===== src/rtl/speed_curve_map.svh =====
// offsets, field positions, reset values and fixed figures of the speed curve block
`ifndef SPEED_CURVE_MAP_SVH
`define SPEED_CURVE_MAP_SVH

`define SC_ADDR_W 4
`define SC_REG_FIRST 4'h2
`define SC_REG_LAST 4'hb
`define SC_REG_STOP 4'h2
`define SC_REG_START 4'h3
`define SC_REG_BRK 4'h4
`define SC_REG_TOP 4'h5
`define SC_REG_SPD_HI 4'h6
`define SC_REG_SPD_LO 4'h7
`define SC_REG_S1_HI 4'h8
`define SC_REG_S1_LO 4'h9
`define SC_REG_S2_HI 4'ha
`define SC_REG_S2_LO 4'hb
`define SC_REG_STATUS 4'hc
`define SC_CFG_RESET 8'h00
`define SC_NO_STOP_BIT 7
`define SC_MAX_OFF_BIT 0
`define SC_OPEN_MAX_BIT 1
`define SC_TOP_OFFSET 10'h101
`define SC_FULL_DUTY 10'h200
`define SC_SLOPE_SHIFT 6

`endif


===== src/rtl/speed_curve_pkg.sv =====
// types shared by the speed curve block
package speed_curve_pkg;
	typedef logic [9:0] duty_t;
	typedef logic [17:0] rpm_t;
	typedef logic [13:0] slope_t;
	typedef logic [7:0] cfg_byte_t;
	typedef struct packed {
		logic open;
		duty_t duty;
		rpm_t rpm;
	} curve_out_t;
	typedef enum logic [4:0] {
		ZONE_ZERO = 5'b00001,
		ZONE_LOW = 5'b00010,
		ZONE_BAND = 5'b00100,
		ZONE_CURVE = 5'b01000,
		ZONE_OPEN = 5'b10000
	} zone_t;
endpackage


===== src/rtl/closed_loop_speed_curve.sv =====
// closed-loop speed curve: speed command duty to target rotation count
// Operation
// - start threshold is register 3, in 1/512 duty steps.
// - stop threshold is register 2 bits 6..0, in 1/256 duty steps.
// - top threshold is register 5 plus 257, in 1/512 steps.
// - start speed is 12 bits: register 6 high, register 7 bits 7..4 low.
// - slope one is 14 bits from registers 8 and 9 bits 7..2.
// - top hysteresis is register 7 bits 3..0, (n+1) times 2/512.
// - open above max passes duty through until duty drops below top minus hysteresis.
// - without no-stop, band between stop and start gives 0 rising, start speed falling.
// - without no-stop, duty up to stop gives 0; zero duty too unless max-off.
// - no-stop without max-off gives start speed at or below start threshold.
// - max-off gives top speed or full duty at zero, up to stop with no-stop.
// - breakpoint duty is register 4 times 2, in 1/512 steps.
// - slope two from registers 10 and 11 applies from breakpoint to top.
// - with breakpoint, slope one ends there; slope scaled by 64 per 1/512 step.
// - breakpoint works together with open-above-max, no-stop and max-off.
`timescale 1ns/100ps
`include "speed_curve_map.svh"

module closed_loop_speed_curve (
	input wire logic sys_clk_i,
	input wire logic rst_n_i,
	input wire logic reg_we_i,
	input wire logic [`SC_ADDR_W-1:0] reg_addr_i,
	input wire speed_curve_pkg::cfg_byte_t reg_wdata_i,
	output speed_curve_pkg::cfg_byte_t reg_rdata_o,
	input wire speed_curve_pkg::duty_t speed_command_i,
	output speed_curve_pkg::rpm_t target_rpm_o,
	output logic open_loop_o,
	output speed_curve_pkg::duty_t out_duty_o
);
	import speed_curve_pkg::*;

	cfg_byte_t cfg_r [`SC_REG_LAST:`SC_REG_FIRST];
	cfg_byte_t rdata_r;
	duty_t last_duty_r;
	logic dir_up_r;
	logic hold_open_r;
	curve_out_t out_r;
	curve_out_t out_nxt;

	duty_t start_d;
	duty_t stop_d;
	duty_t top_d;
	duty_t brk_d;
	duty_t hyst_d;
	duty_t clamp_d;
	rpm_t start_speed;
	rpm_t brk_rpm;
	rpm_t top_rpm;
	rpm_t curve_rpm;
	slope_t slope_one;
	slope_t slope_two;
	logic no_stop_a;
	logic max_off_b;
	logic open_above_max;
	logic brk_on;
	logic up_now;
	logic open_nxt;
	zone_t zone;

	// base plus slope times offset over 64, saturated so a bad setting cannot wrap
	function automatic rpm_t seg_rpm(input rpm_t base, input slope_t slope, input duty_t delta);
		logic [23:0] prod;
		logic [18:0] sum;
		prod = {10'h000, slope} * {14'h0000, delta};
		sum = {1'b0, base} + {1'b0, prod[23:`SC_SLOPE_SHIFT]};
		seg_rpm = sum[18] ? 18'h3ffff : sum[17:0];
	endfunction

	// configuration write port; addresses outside the map are ignored
	always_ff @(posedge sys_clk_i)
	begin
		if (!rst_n_i)
		begin
			for (int i = `SC_REG_FIRST; i <= `SC_REG_LAST; i++)
				cfg_r[i] <= `SC_CFG_RESET;
		end
		else if (reg_we_i && reg_addr_i >= `SC_REG_FIRST && reg_addr_i <= `SC_REG_LAST)
			cfg_r[reg_addr_i] <= reg_wdata_i;
	end

	// registered read port; status shows direction and open state, unmapped reads zero
	always_ff @(posedge sys_clk_i)
	begin
		if (!rst_n_i)
			rdata_r <= 8'h00;
		else if (reg_addr_i >= `SC_REG_FIRST && reg_addr_i <= `SC_REG_LAST)
			rdata_r <= cfg_r[reg_addr_i];
		else if (reg_addr_i == `SC_REG_STATUS)
			rdata_r <= {6'h00, hold_open_r, dir_up_r};
		else
			rdata_r <= 8'h00;
	end

	// field decode, all thresholds brought to 1/512 duty steps
	assign start_d = {2'b00, cfg_r[`SC_REG_START]};
	assign stop_d = {2'b00, cfg_r[`SC_REG_STOP][6:0], 1'b0};
	assign top_d = {2'b00, cfg_r[`SC_REG_TOP]} + `SC_TOP_OFFSET;
	assign start_speed = {6'h00, cfg_r[`SC_REG_SPD_HI], cfg_r[`SC_REG_SPD_LO][7:4]};
	assign slope_one = {cfg_r[`SC_REG_S1_HI], cfg_r[`SC_REG_S1_LO][7:2]};
	assign hyst_d = {5'h00, cfg_r[`SC_REG_SPD_LO][3:0], 1'b0} + 10'h002;
	assign brk_d = {1'b0, cfg_r[`SC_REG_BRK], 1'b0};
	assign slope_two = {cfg_r[`SC_REG_S2_HI], cfg_r[`SC_REG_S2_LO][7:2]};
	assign no_stop_a = cfg_r[`SC_REG_STOP][`SC_NO_STOP_BIT];
	assign max_off_b = cfg_r[`SC_REG_S1_LO][`SC_MAX_OFF_BIT];
	assign open_above_max = cfg_r[`SC_REG_S1_LO][`SC_OPEN_MAX_BIT];
	// a zero breakpoint disables it; the host must keep it inside start..top
	assign brk_on = (brk_d != 10'h000);

	// curve evaluation; command clamped at the top threshold
	assign clamp_d = (speed_command_i > top_d) ? top_d : speed_command_i;
	// the breakpoint speed is shared by the segment-two paths of the curve and of the top speed
	assign brk_rpm = seg_rpm(start_speed, slope_one, brk_d - start_d);
	always_comb
	begin
		if (brk_on && clamp_d > brk_d)
			curve_rpm = seg_rpm(brk_rpm, slope_two, clamp_d - brk_d);
		else
			curve_rpm = seg_rpm(start_speed, slope_one, clamp_d - start_d);
		if (brk_on && top_d > brk_d)
			top_rpm = seg_rpm(brk_rpm, slope_two, top_d - brk_d);
		else
			top_rpm = seg_rpm(start_speed, slope_one, top_d - start_d);
	end

	// direction of the command; an unchanged command keeps the last direction
	assign up_now = (speed_command_i > last_duty_r) ? 1'b1 :
		(speed_command_i < last_duty_r) ? 1'b0 : dir_up_r;

	always_ff @(posedge sys_clk_i)
	begin
		if (!rst_n_i)
		begin
			last_duty_r <= 10'h000;
			dir_up_r <= 1'b1;
		end
		else
		begin
			last_duty_r <= speed_command_i;
			dir_up_r <= up_now;
		end
	end

	// open-above-max with hysteresis so the loop does not chatter at the top
	assign open_nxt = open_above_max && (speed_command_i >= top_d ||
		(hold_open_r && speed_command_i + hyst_d >= top_d));

	always_ff @(posedge sys_clk_i)
	begin
		if (!rst_n_i)
			hold_open_r <= 1'b0;
		else
			hold_open_r <= open_nxt;
	end

	// zone of the current command
	// the open zone is tested first so a held open state is not cut by the zero or low zones
	always_comb
	begin
		if (open_nxt)
			zone = ZONE_OPEN;
		else if (speed_command_i == 10'h000)
			zone = ZONE_ZERO;
		else if (speed_command_i <= stop_d)
			zone = ZONE_LOW;
		else if (speed_command_i <= start_d)
			zone = ZONE_BAND;
		else
			zone = ZONE_CURVE;
	end

	// target selection per zone and option bits
	always_comb
	begin
		out_nxt = '{open: 1'b0, duty: 10'h000, rpm: 18'h00000};
		unique case (zone)
			ZONE_OPEN:
			begin
				out_nxt.open = 1'b1;
				out_nxt.duty = speed_command_i;
			end
			ZONE_ZERO:
			begin
				if (max_off_b && open_above_max)
				begin
					out_nxt.open = 1'b1;
					out_nxt.duty = `SC_FULL_DUTY;
				end
				else if (max_off_b)
					out_nxt.rpm = top_rpm;
				else if (no_stop_a)
					out_nxt.rpm = start_speed;
				else
					out_nxt.rpm = 18'h00000;
			end
			ZONE_LOW:
			begin
				if (no_stop_a && max_off_b && open_above_max)
				begin
					out_nxt.open = 1'b1;
					out_nxt.duty = `SC_FULL_DUTY;
				end
				else if (no_stop_a && max_off_b)
					out_nxt.rpm = top_rpm;
				else if (no_stop_a)
					out_nxt.rpm = start_speed;
				else
					out_nxt.rpm = 18'h00000;
			end
			ZONE_BAND:
			begin
				if (no_stop_a || !up_now)
					out_nxt.rpm = start_speed;
				else
					out_nxt.rpm = 18'h00000;
			end
			ZONE_CURVE:
				out_nxt.rpm = curve_rpm;
		endcase
	end

	// output register
	always_ff @(posedge sys_clk_i)
	begin
		if (!rst_n_i)
			out_r <= '{open: 1'b0, duty: 10'h000, rpm: 18'h00000};
		else
			out_r <= out_nxt;
	end

	assign reg_rdata_o = rdata_r;
	assign target_rpm_o = out_r.rpm;
	assign open_loop_o = out_r.open;
	assign out_duty_o = out_r.duty;

	a_zero_cmd_stop: assert property (@(posedge sys_clk_i) disable iff (!rst_n_i)
		(speed_command_i == 10'h000 && !max_off_b && !no_stop_a) |=> (target_rpm_o == 18'h00000 && !open_loop_o))
		else $error("zero command did not stop");
	a_low_cmd_stop: assert property (@(posedge sys_clk_i) disable iff (!rst_n_i)
		(speed_command_i != 10'h000 && speed_command_i <= stop_d && !no_stop_a && !open_nxt)
		|=> (target_rpm_o == 18'h00000))
		else $error("command below stop threshold gave nonzero target");
	a_band_rising: assert property (@(posedge sys_clk_i) disable iff (!rst_n_i)
		(speed_command_i > stop_d && speed_command_i <= start_d && speed_command_i > last_duty_r && !no_stop_a)
		|=> (target_rpm_o == 18'h00000))
		else $error("rising command in band gave nonzero target");
	a_band_falling: assert property (@(posedge sys_clk_i) disable iff (!rst_n_i)
		(speed_command_i > stop_d && speed_command_i <= start_d && speed_command_i < last_duty_r && !open_nxt)
		|=> (target_rpm_o == $past(start_speed)))
		else $error("falling command in band did not give start speed");
	a_no_stop_start: assert property (@(posedge sys_clk_i) disable iff (!rst_n_i)
		(no_stop_a && !max_off_b && speed_command_i <= start_d && !open_nxt)
		|=> (target_rpm_o == $past(start_speed) && !open_loop_o))
		else $error("no-stop did not give start speed");
	a_max_off_full: assert property (@(posedge sys_clk_i) disable iff (!rst_n_i)
		(max_off_b && open_above_max && speed_command_i == 10'h000)
		|=> (open_loop_o && out_duty_o == `SC_FULL_DUTY))
		else $error("max-off with open option did not give full duty");
	a_open_pass: assert property (@(posedge sys_clk_i) disable iff (!rst_n_i)
		(open_above_max && speed_command_i >= top_d) |=> (open_loop_o && out_duty_o == $past(speed_command_i)))
		else $error("open above max did not pass duty through");
	a_open_release: assert property (@(posedge sys_clk_i) disable iff (!rst_n_i)
		(hold_open_r && speed_command_i != 10'h000 && speed_command_i + hyst_d < top_d
		&& !(no_stop_a && max_off_b && speed_command_i <= stop_d)) |=> !open_loop_o)
		else $error("open mode held below hysteresis point");
	a_curve_start: assert property (@(posedge sys_clk_i) disable iff (!rst_n_i)
		(speed_command_i == start_d + 10'h001 && !open_nxt && (!brk_on || brk_d > start_d))
		|=> (target_rpm_o == $past(start_speed + {10'h000, cfg_r[`SC_REG_S1_HI]})))
		else $error("first curve step wrong");
	a_cfg_write: assert property (@(posedge sys_clk_i) disable iff (!rst_n_i)
		(reg_we_i && reg_addr_i == `SC_REG_START) ##1 (!reg_we_i && reg_addr_i == `SC_REG_START)
		|=> (reg_rdata_o == $past(reg_wdata_i, 2)))
		else $error("start threshold write not read back");
	// two-cycle checks want no write in either cycle, since a write moves the curve at the next edge
	a_clamp_top: assert property (@(posedge sys_clk_i) disable iff (!rst_n_i)
		(!open_above_max && speed_command_i > top_d && !reg_we_i)
		##1 (!open_above_max && speed_command_i == top_d && !reg_we_i) |=> $stable(target_rpm_o))
		else $error("command above top threshold not clamped");
	a_max_off_top: assert property (@(posedge sys_clk_i) disable iff (!rst_n_i)
		(!open_above_max && speed_command_i >= top_d && !reg_we_i)
		##1 (max_off_b && !open_above_max && speed_command_i == 10'h000 && !reg_we_i) |=> $stable(target_rpm_o))
		else $error("max-off zero command did not give top speed");
	a_full_low: assert property (@(posedge sys_clk_i) disable iff (!rst_n_i)
		(no_stop_a && max_off_b && open_above_max && speed_command_i != 10'h000 && speed_command_i <= stop_d
		&& !open_nxt) |=> (open_loop_o && out_duty_o == `SC_FULL_DUTY))
		else $error("no-stop with max-off did not give full duty up to stop");
	a_open_hold: assert property (@(posedge sys_clk_i) disable iff (!rst_n_i)
		(hold_open_r && open_above_max && speed_command_i + hyst_d >= top_d)
		|=> (open_loop_o && out_duty_o == $past(speed_command_i)))
		else $error("open mode dropped inside hysteresis band");
	a_slope_two_step: assert property (@(posedge sys_clk_i) disable iff (!rst_n_i)
		(brk_on && speed_command_i == brk_d && brk_d + 10'h040 <= top_d && !open_above_max && !reg_we_i)
		##1 (speed_command_i == brk_d + 10'h040 && !open_above_max && !reg_we_i)
		|=> (target_rpm_o == $past(target_rpm_o) + {4'h0, $past(slope_two)}))
		else $error("slope two step over 64 duty steps wrong");
	a_curve_rising: assert property (@(posedge sys_clk_i) disable iff (!rst_n_i)
		(!open_above_max && speed_command_i > start_d && !reg_we_i)
		##1 (!open_above_max && speed_command_i > $past(speed_command_i) && !reg_we_i)
		|=> (target_rpm_o >= $past(target_rpm_o)))
		else $error("target fell while command rose on the curve");
endmodule


===== config.mk =====
export PLATFORM = sky130hd
export DESIGN_NAME = closed_loop_speed_curve
export DESIGN_NICKNAME = d
export VERILOG_FILES = /design/src/rtl/speed_curve_pkg.sv /design/src/rtl/closed_loop_speed_curve.sv
export VERILOG_INCLUDE_DIRS = /design/src /design/src/rtl
export SDC_FILE = /design/constraint.sdc
export NUM_CORES = 2
export LEC_CHECK = 0
export ABC_AREA = 1
export BUFFER_PORTS_ARGS = -buffer_cell sky130_fd_sc_hd__buf_2
export CELL_PAD_IN_SITES_DETAIL_PLACEMENT = 2
export CELL_PAD_IN_SITES_GLOBAL_PLACEMENT = 2
export CORE_MARGIN = 4
export CORE_UTILIZATION = 40
export CTS_BUF_LIST = sky130_fd_sc_hd__clkbuf_8
export DETAILED_ROUTE_END_ITERATION = 10
export GPL_ROUTABILITY_DRIVEN = 0
export GPL_TIMING_DRIVEN = 0
export PLACE_DENSITY = 0.95
export SYNTH_ARGS = -nofsm -noshare
export SYNTH_HDL_FRONTEND = slang
export SYNTH_SLANG_ARGS = --single-unit

===== constraint.sdc =====
create_clock -name sys_clk_i -period 17 [get_ports sys_clk_i]
set_input_delay 5.1 -clock sys_clk_i [delete_from_list [all_inputs] [get_ports sys_clk_i]]
set_output_delay 5.1 -clock sys_clk_i [all_outputs]
set_load 0.005 [all_outputs]

; ---- Word level (Yosys, flattened, before mapping)
; Memory sizes are Yosys's and may differ from the RTL's.
; Index checks and enable logic that the tools add are counted.
[word_totals]
output_inout_bits = 37
inputBits = 25
ram_bits = 80
n_memories = 1
wordCells = 92
register_bits = 49
[classes]
n_reduce_logical = 16
n_mux = 33
eq_ne = 6
magnitude_cmp = 11
add_sub_neg = 13
n_mul = 5
[memory_table]
columns = name, words, width, rd, rd_clocked_by_memory_dff, wr, line
row1 = cfg_r, 10, 8, 11, 0, 10, closed_loop_speed_curve.sv:35  ; cfg_byte_t cfg_r [`SC_REG_LAST:`SC_REG_FIRST];
[op_table]
columns = op, n
row1 = 18-bit two-way mux, 11
row2 = 14-bit by 10-bit multiplier with 24-bit output, 5
row3 = 18-bit case mux with 4 select lines, 1
row4 = 12-bit by 18-bit adder with 19-bit output, 3
row5 = 18-bit by 18-bit adder with 19-bit output, 2
row6 = 11-bit case mux with 3 select lines, 1
row7 = 12-bit two-way mux, 2
row8 = 11-bit two-way mux, 2
row9 = 10-bit >= comparator, 2
row10 = 10-bit > comparator, 2
row11 = 10-bit by 9-bit > comparator with 1-bit output, 2
row12 = 10-bit by 8-bit <= comparator with 1-bit output, 2
row13 = 10-bit by 8-bit subtractor with 10-bit output, 2
row14 = 10-bit by 9-bit subtractor with 10-bit output, 2
row15 = 4-bit two-way mux, 4
row16 = 8-bit two-way mux, 2
row17 = 10-bit by 6-bit adder with 10-bit output, 1
row18 = 8-bit by 9-bit adder with 10-bit output (second input constant), 1
row19 = 1-bit logical AND, 10
row20 = 10-bit logical NOT, 1
row21 = 10-bit less-than comparator, 1
row22 = 10-bit two-way mux, 1
row23 = 10-bit nonzero test, 1
row24 = 9-bit by 8-bit subtractor with 10-bit output, 1
row25 = 15 further kinds, 22

; ---- Logic depth before layout (Yosys ltp)
; An unclocked memory read counts as a cell.
[logic_depth]
word_depth = 11
depth_mapped = 62
ltp_nobuf = 60

; ---- Worst setup path after synthesis
; No wires, ideal clock.
[synth_path]
kind = input port to flip-flop
startpoint = input port speed_command_i[0]
endpoint = register out_r, in the netlist target_rpm_o[15]
cell_stages = 51
n_path_buf = 2
arrival_ns = 13.969
setup_ns = 0.070
t_required_ns = 16.930
slack_ns = 2.961
path_cell_list = inv_1 ha_1 inv_1 nor3_1 nand3_2 nand2_4 clkbuf_1 nand2_1 o21ai_0 inv_1 ha_1 fa_1 o21ai_0 a21oi_1 o21ai_0 nand2_1 nand2_1 a21oi_1 [15 not listed] a211o_1 a221oi_1 nand2_1 xor2_1 ha_1 nand2_1 nor4_1 nand2_1 nand2_1 nand2_1 nand2_1 a21oi_1 o21bai_2 clkbuf_1 nor2_1 nand3_1 nand3_2 a21oi_2
[synth_via]
elab_chain_len = 8
elab_cells_between_ends = 31
classes_between = 5 x add/sub / 2 x mul / 6 x order compare / 4 x eq/ne / 9 x mux / 5 x reduce/logical
[synth_rtl]
columns = element, line
row1 = "start, declared", closed_loop_speed_curve.sv:28  ; input wire speed_curve_pkg::duty_t speed_command_i,
row2 = 10-bit > comparator / 10-bit by 6-bit adder with 10-bit output (equally long branches), "closed_loop_speed_curve.sv:113, closed_loop_speed_curve.sv:148"
row3 = 10-bit two-way mux / 10-bit >= comparator (equally long branches), "closed_loop_speed_curve.sv:113, closed_loop_speed_curve.sv:148"
row4 = 10-bit by 8-bit subtractor with 10-bit output (tied with other cells), closed_loop_speed_curve.sv:121  ; curve_rpm = seg_rpm(start_speed, slope_one, clamp_d - start_d);
row5 = 14-bit by 10-bit multiplier with 24-bit output / 1-bit logical OR (equally long branches), "closed_loop_speed_curve.sv:67, closed_loop_speed_curve.sv:147"
row6 = 12-bit by 18-bit adder with 19-bit output (tied with other cells), closed_loop_speed_curve.sv:68  ; sum = {1'b0, base} + {1'b0, prod[23:`SC_SLOPE_SHIFT]};
row7 = 18-bit two-way mux / 5-bit two-way mux (equally long branches), "closed_loop_speed_curve.sv:69, closed_loop_speed_curve.sv:162"
row8 = 18-bit two-way mux (tied with other cells), closed_loop_speed_curve.sv:118  ; if (brk_on && clamp_d > brk_d)
row9 = 18-bit case mux with 4 select lines (*), closed_loop_speed_curve.sv:178  ; unique case (zone)
row10 = "end signal, assigned", closed_loop_speed_curve.sv:228  ; out_r <= '{open: 1'b0, duty: 10'h000, rpm: 18'h00000};
row11 = "end signal, assigned", closed_loop_speed_curve.sv:230  ; out_r <= out_nxt;
row12 = "end, declared", closed_loop_speed_curve.sv:40  ; curve_out_t out_r;
; Mark *: on every way between the ends. The rest lies on a longest branch, timed or not.
; A chain may end at the register's enable or synchronous reset.

; ---- Worst setup path in the final report
[layout_path]
startpoint = input port speed_command_i[0]
endpoint = register out_r, in the netlist target_rpm_o[4]
; Same word-level chain as after synthesis.

==> flow_summary.toml <==
[sta]
clock.fmax_mhz = 60.3
period_minus_slack_ns = 16.57
timing.final.crit_share_pct = 97.5
worst_slew_pin_slew_ns = 1.13
report.final.slew_viol_count = 0
setup_violations = 0
slew_headroom_pct = 24.7
finClkSkew_ns = 0.0497
whs_ns = 0.583
hold_viol = 0

[route]
drt_first_pass_iters = 6
wl_per_cell_um = 33.1
dr_total_vias = 37800
wl_um = 201000
viasPerCell = 6.23
drt-initial-drc-count = 3549
drc = 0
antenna_left = 0

[floorplan]
coreArea_um2 = 88400
die_h_um = 307
rows = 109
initial_core_util_pct = 40.4
io-pin-count = 62
dieArea_um2 = 94000
die_w_um = 307

[worst_setup_path]
setup.worst_path.start = "speed_command_i[0]"
cp_data_arrival_time_ns = 17.00
slowest_delay_ns = 0.57
path_class = "in -> reg"
crit_path_end_kind = "register"
worstPathRequired_ns = 17.43
reg2regPathDepth = 50
critical_path.slowest_cell = "fa_1"
reg2reg_slack_ns = 2.37
cp-start-kind = "input pin"
r2r-end = "target_rpm_o[14]$_SDFF_PN0_"
crit_path_max_fanout = 10
cpMostUsedCell = "nand2_1"
reg2reg_from = "cfg_r[3][0]$_SDFFCE_PN0P_"

[place]
portBuffers = 60
hpwl_um = 158000

[synth]
synth_edf_count = 96
synth_area_leaders = "fa_1 (27%), ha_1 (16%), nand2_1 (11%), inv_1 (9.9%), edfxtp_1 (8.1%)"
ys_warn_count = 0
synthCells = 4791
async_flop_share_pct = 0
netlist_area_um2 = 35700
synth-main-ff-cell = "edfxtp_1"
synth_top_area_share_pct = 26.7
synth_area_leader_cell = "fa_1"
yosysSeqAreaShare_pct = 10.8
ys_ff_latch = 145
avgSynthCellArea_um2 = 7.44
yosysUniqueCellTypes = 64

[clock_network]
cts_max_path_buffers = 2
cts_tree = "yes"
worstSkewPairLatency_ns = 0.59
clock_sinks = 145
cts_made_buffers = 17
h-tree-depth = 4
clkSlewWorstSetupHoldPaths_ns = 0.11
root_buffer = "clkbuf_8"

[hold_path]
hold_path.class = "reg -> reg"
hold_path_depth = 2
worstHoldEndpoint = "reg_rdata_o[0]$_SDFF_PN0_"
hp-start = "dir_up_r$_SDFF_PN1_"

[global_route]
grt_pass1_wl_um = 294000
antenna_found_initial = 8
grt_use_met2_pct = 70.1
overflow = 0
grt.total_usage_pct = 42.2
grt_max_degree = 20
grt_pass1_vias = 44500
grt_busiest_layer = "met2"
grt_use_met1_pct = 44.8
grtUsageMet3_pct = 10.7

[layout]
syn2layout_area_growth_pct = 6.42
fin_nets = 5828
layout_commonest_cell = "nand2_1"
diodes = 0
final_cell_mix = "nand2_1 (1,006), inv_1 (942), nor2_1 (579)"
drive_gt1_share_pct = 4.49

[job]
drv_cap = 0

[run_status]
status = "finished, final reports clean"
## state kept, by name (all words and copies together) (netlist names)
signal	cells
hold_open_r	1
out_duty_o	10
cfg_r	96
dir_up_r	1
last_duty_r	10
reg_rdata_o	8
open_loop_o	1
target_rpm_o	18
## cell type report
cell class | instances | area, µm²
Sequential cell | 145 | 3860
Fill cell | 10300 | 50400
Multi-Input combinational cell | 3563 | 27700
Buffer | 129 | 528
Clock inverter | 15 | 201
Inverter | 969 | 3650
Tap cell | 1165 | 1460
Timing Repair Buffer | 60 | 300
Clock buffer | 17 | 234
## per-stage QoR
stage | setup TNS, ns | setup slack (ns) | instances | area (µm²) | utilization [%]
final | 0 | 0.427 | 6063 | 38000 | 42.9
after global routing | -0.278 | -0.149 | 6063 | 38000 | 42.9
after CTS | 0 | 0.293 | 6063 | 37900 | 42.9
after detailed placement | 0 | 0.0579 | 6031 | 37500 | 42.4
after global placement | 0 | 1.07 | 6031 | 37500 | 42.4
after floorplan | 0 | 2.96 | 4806 | 35700 | -
## synthesized netlist by cell type, types with 8 or more instances
cell         n
a21o_1      12
a21oi_1    262
a22oi_1     28
a31oi_1     16
clkbuf_1   118
clkinv_1    17
dfxtp_1     49
edfxtp_1    96
fa_1       476
ha_1       442
inv_1      943
nand2_1   1007
nand2_2     15
nand3_1    149
nand3_2     26
nand3b_1     8
nand4_1     33
nor2_1     579
nor3_1      39
nor4_1       8
o211ai_1     8
o21a_1       9
o21ai_0    141
o21bai_1    14
o221ai_1     8
o22ai_1      8
or2_2       25
xnor2_1     59
xor2_1     100
## layer usage
metal  vias up  share of wire, %
li1      15000                 -
met1     19000                34
met2      2475                46
met3      1263               8.5
met4         8                11
met5         -             0.025
## how the worst max path moves through the flow
stage               depth (start not counted)                           to
detailed placement                         48   target_rpm_o[2]$_SDFF_PN0_
finish                                     55   target_rpm_o[4]$_SDFF_PN0_
CTS                                        50  target_rpm_o[14]$_SDFF_PN0_
global route                               54   target_rpm_o[4]$_SDFF_PN0_
global placement                           54   target_rpm_o[0]$_SDFF_PN0_
floorplan                                  51  target_rpm_o[15]$_SDFF_PN0_
## what timing repair did
item,in CTS,in global routing
hold buffers,0,0
setup buffers,0,0
resized for setup,0,13
endpoints found under the setup margin,0,18
## kinds of logic after synthesis
kind of cell	Yosys count	share of synthesized area (%)
AO/OA/AOI/OAI	546	8.69
XOR/XNOR	159	3.91
adder cells (fa/ha/maj)	918	42.2
buffers and inverters	1098	11.7
flip-flops	145	10.8
other	1	0.0105
AND/OR/NAND/NOR	1924	22.6
## worst max-delay path, delay by kind of cell
family          cells  cell delay [ns]
buf+inv             8             1.12
simple gates       28             4.28
fa+ha+maj          10             4.55
xor+xnor            1             0.10
compound gates      8             1.78
Power is not shown: default switching activity piles up to over one toggle a cycle in this logic, so the estimate is an artifact.
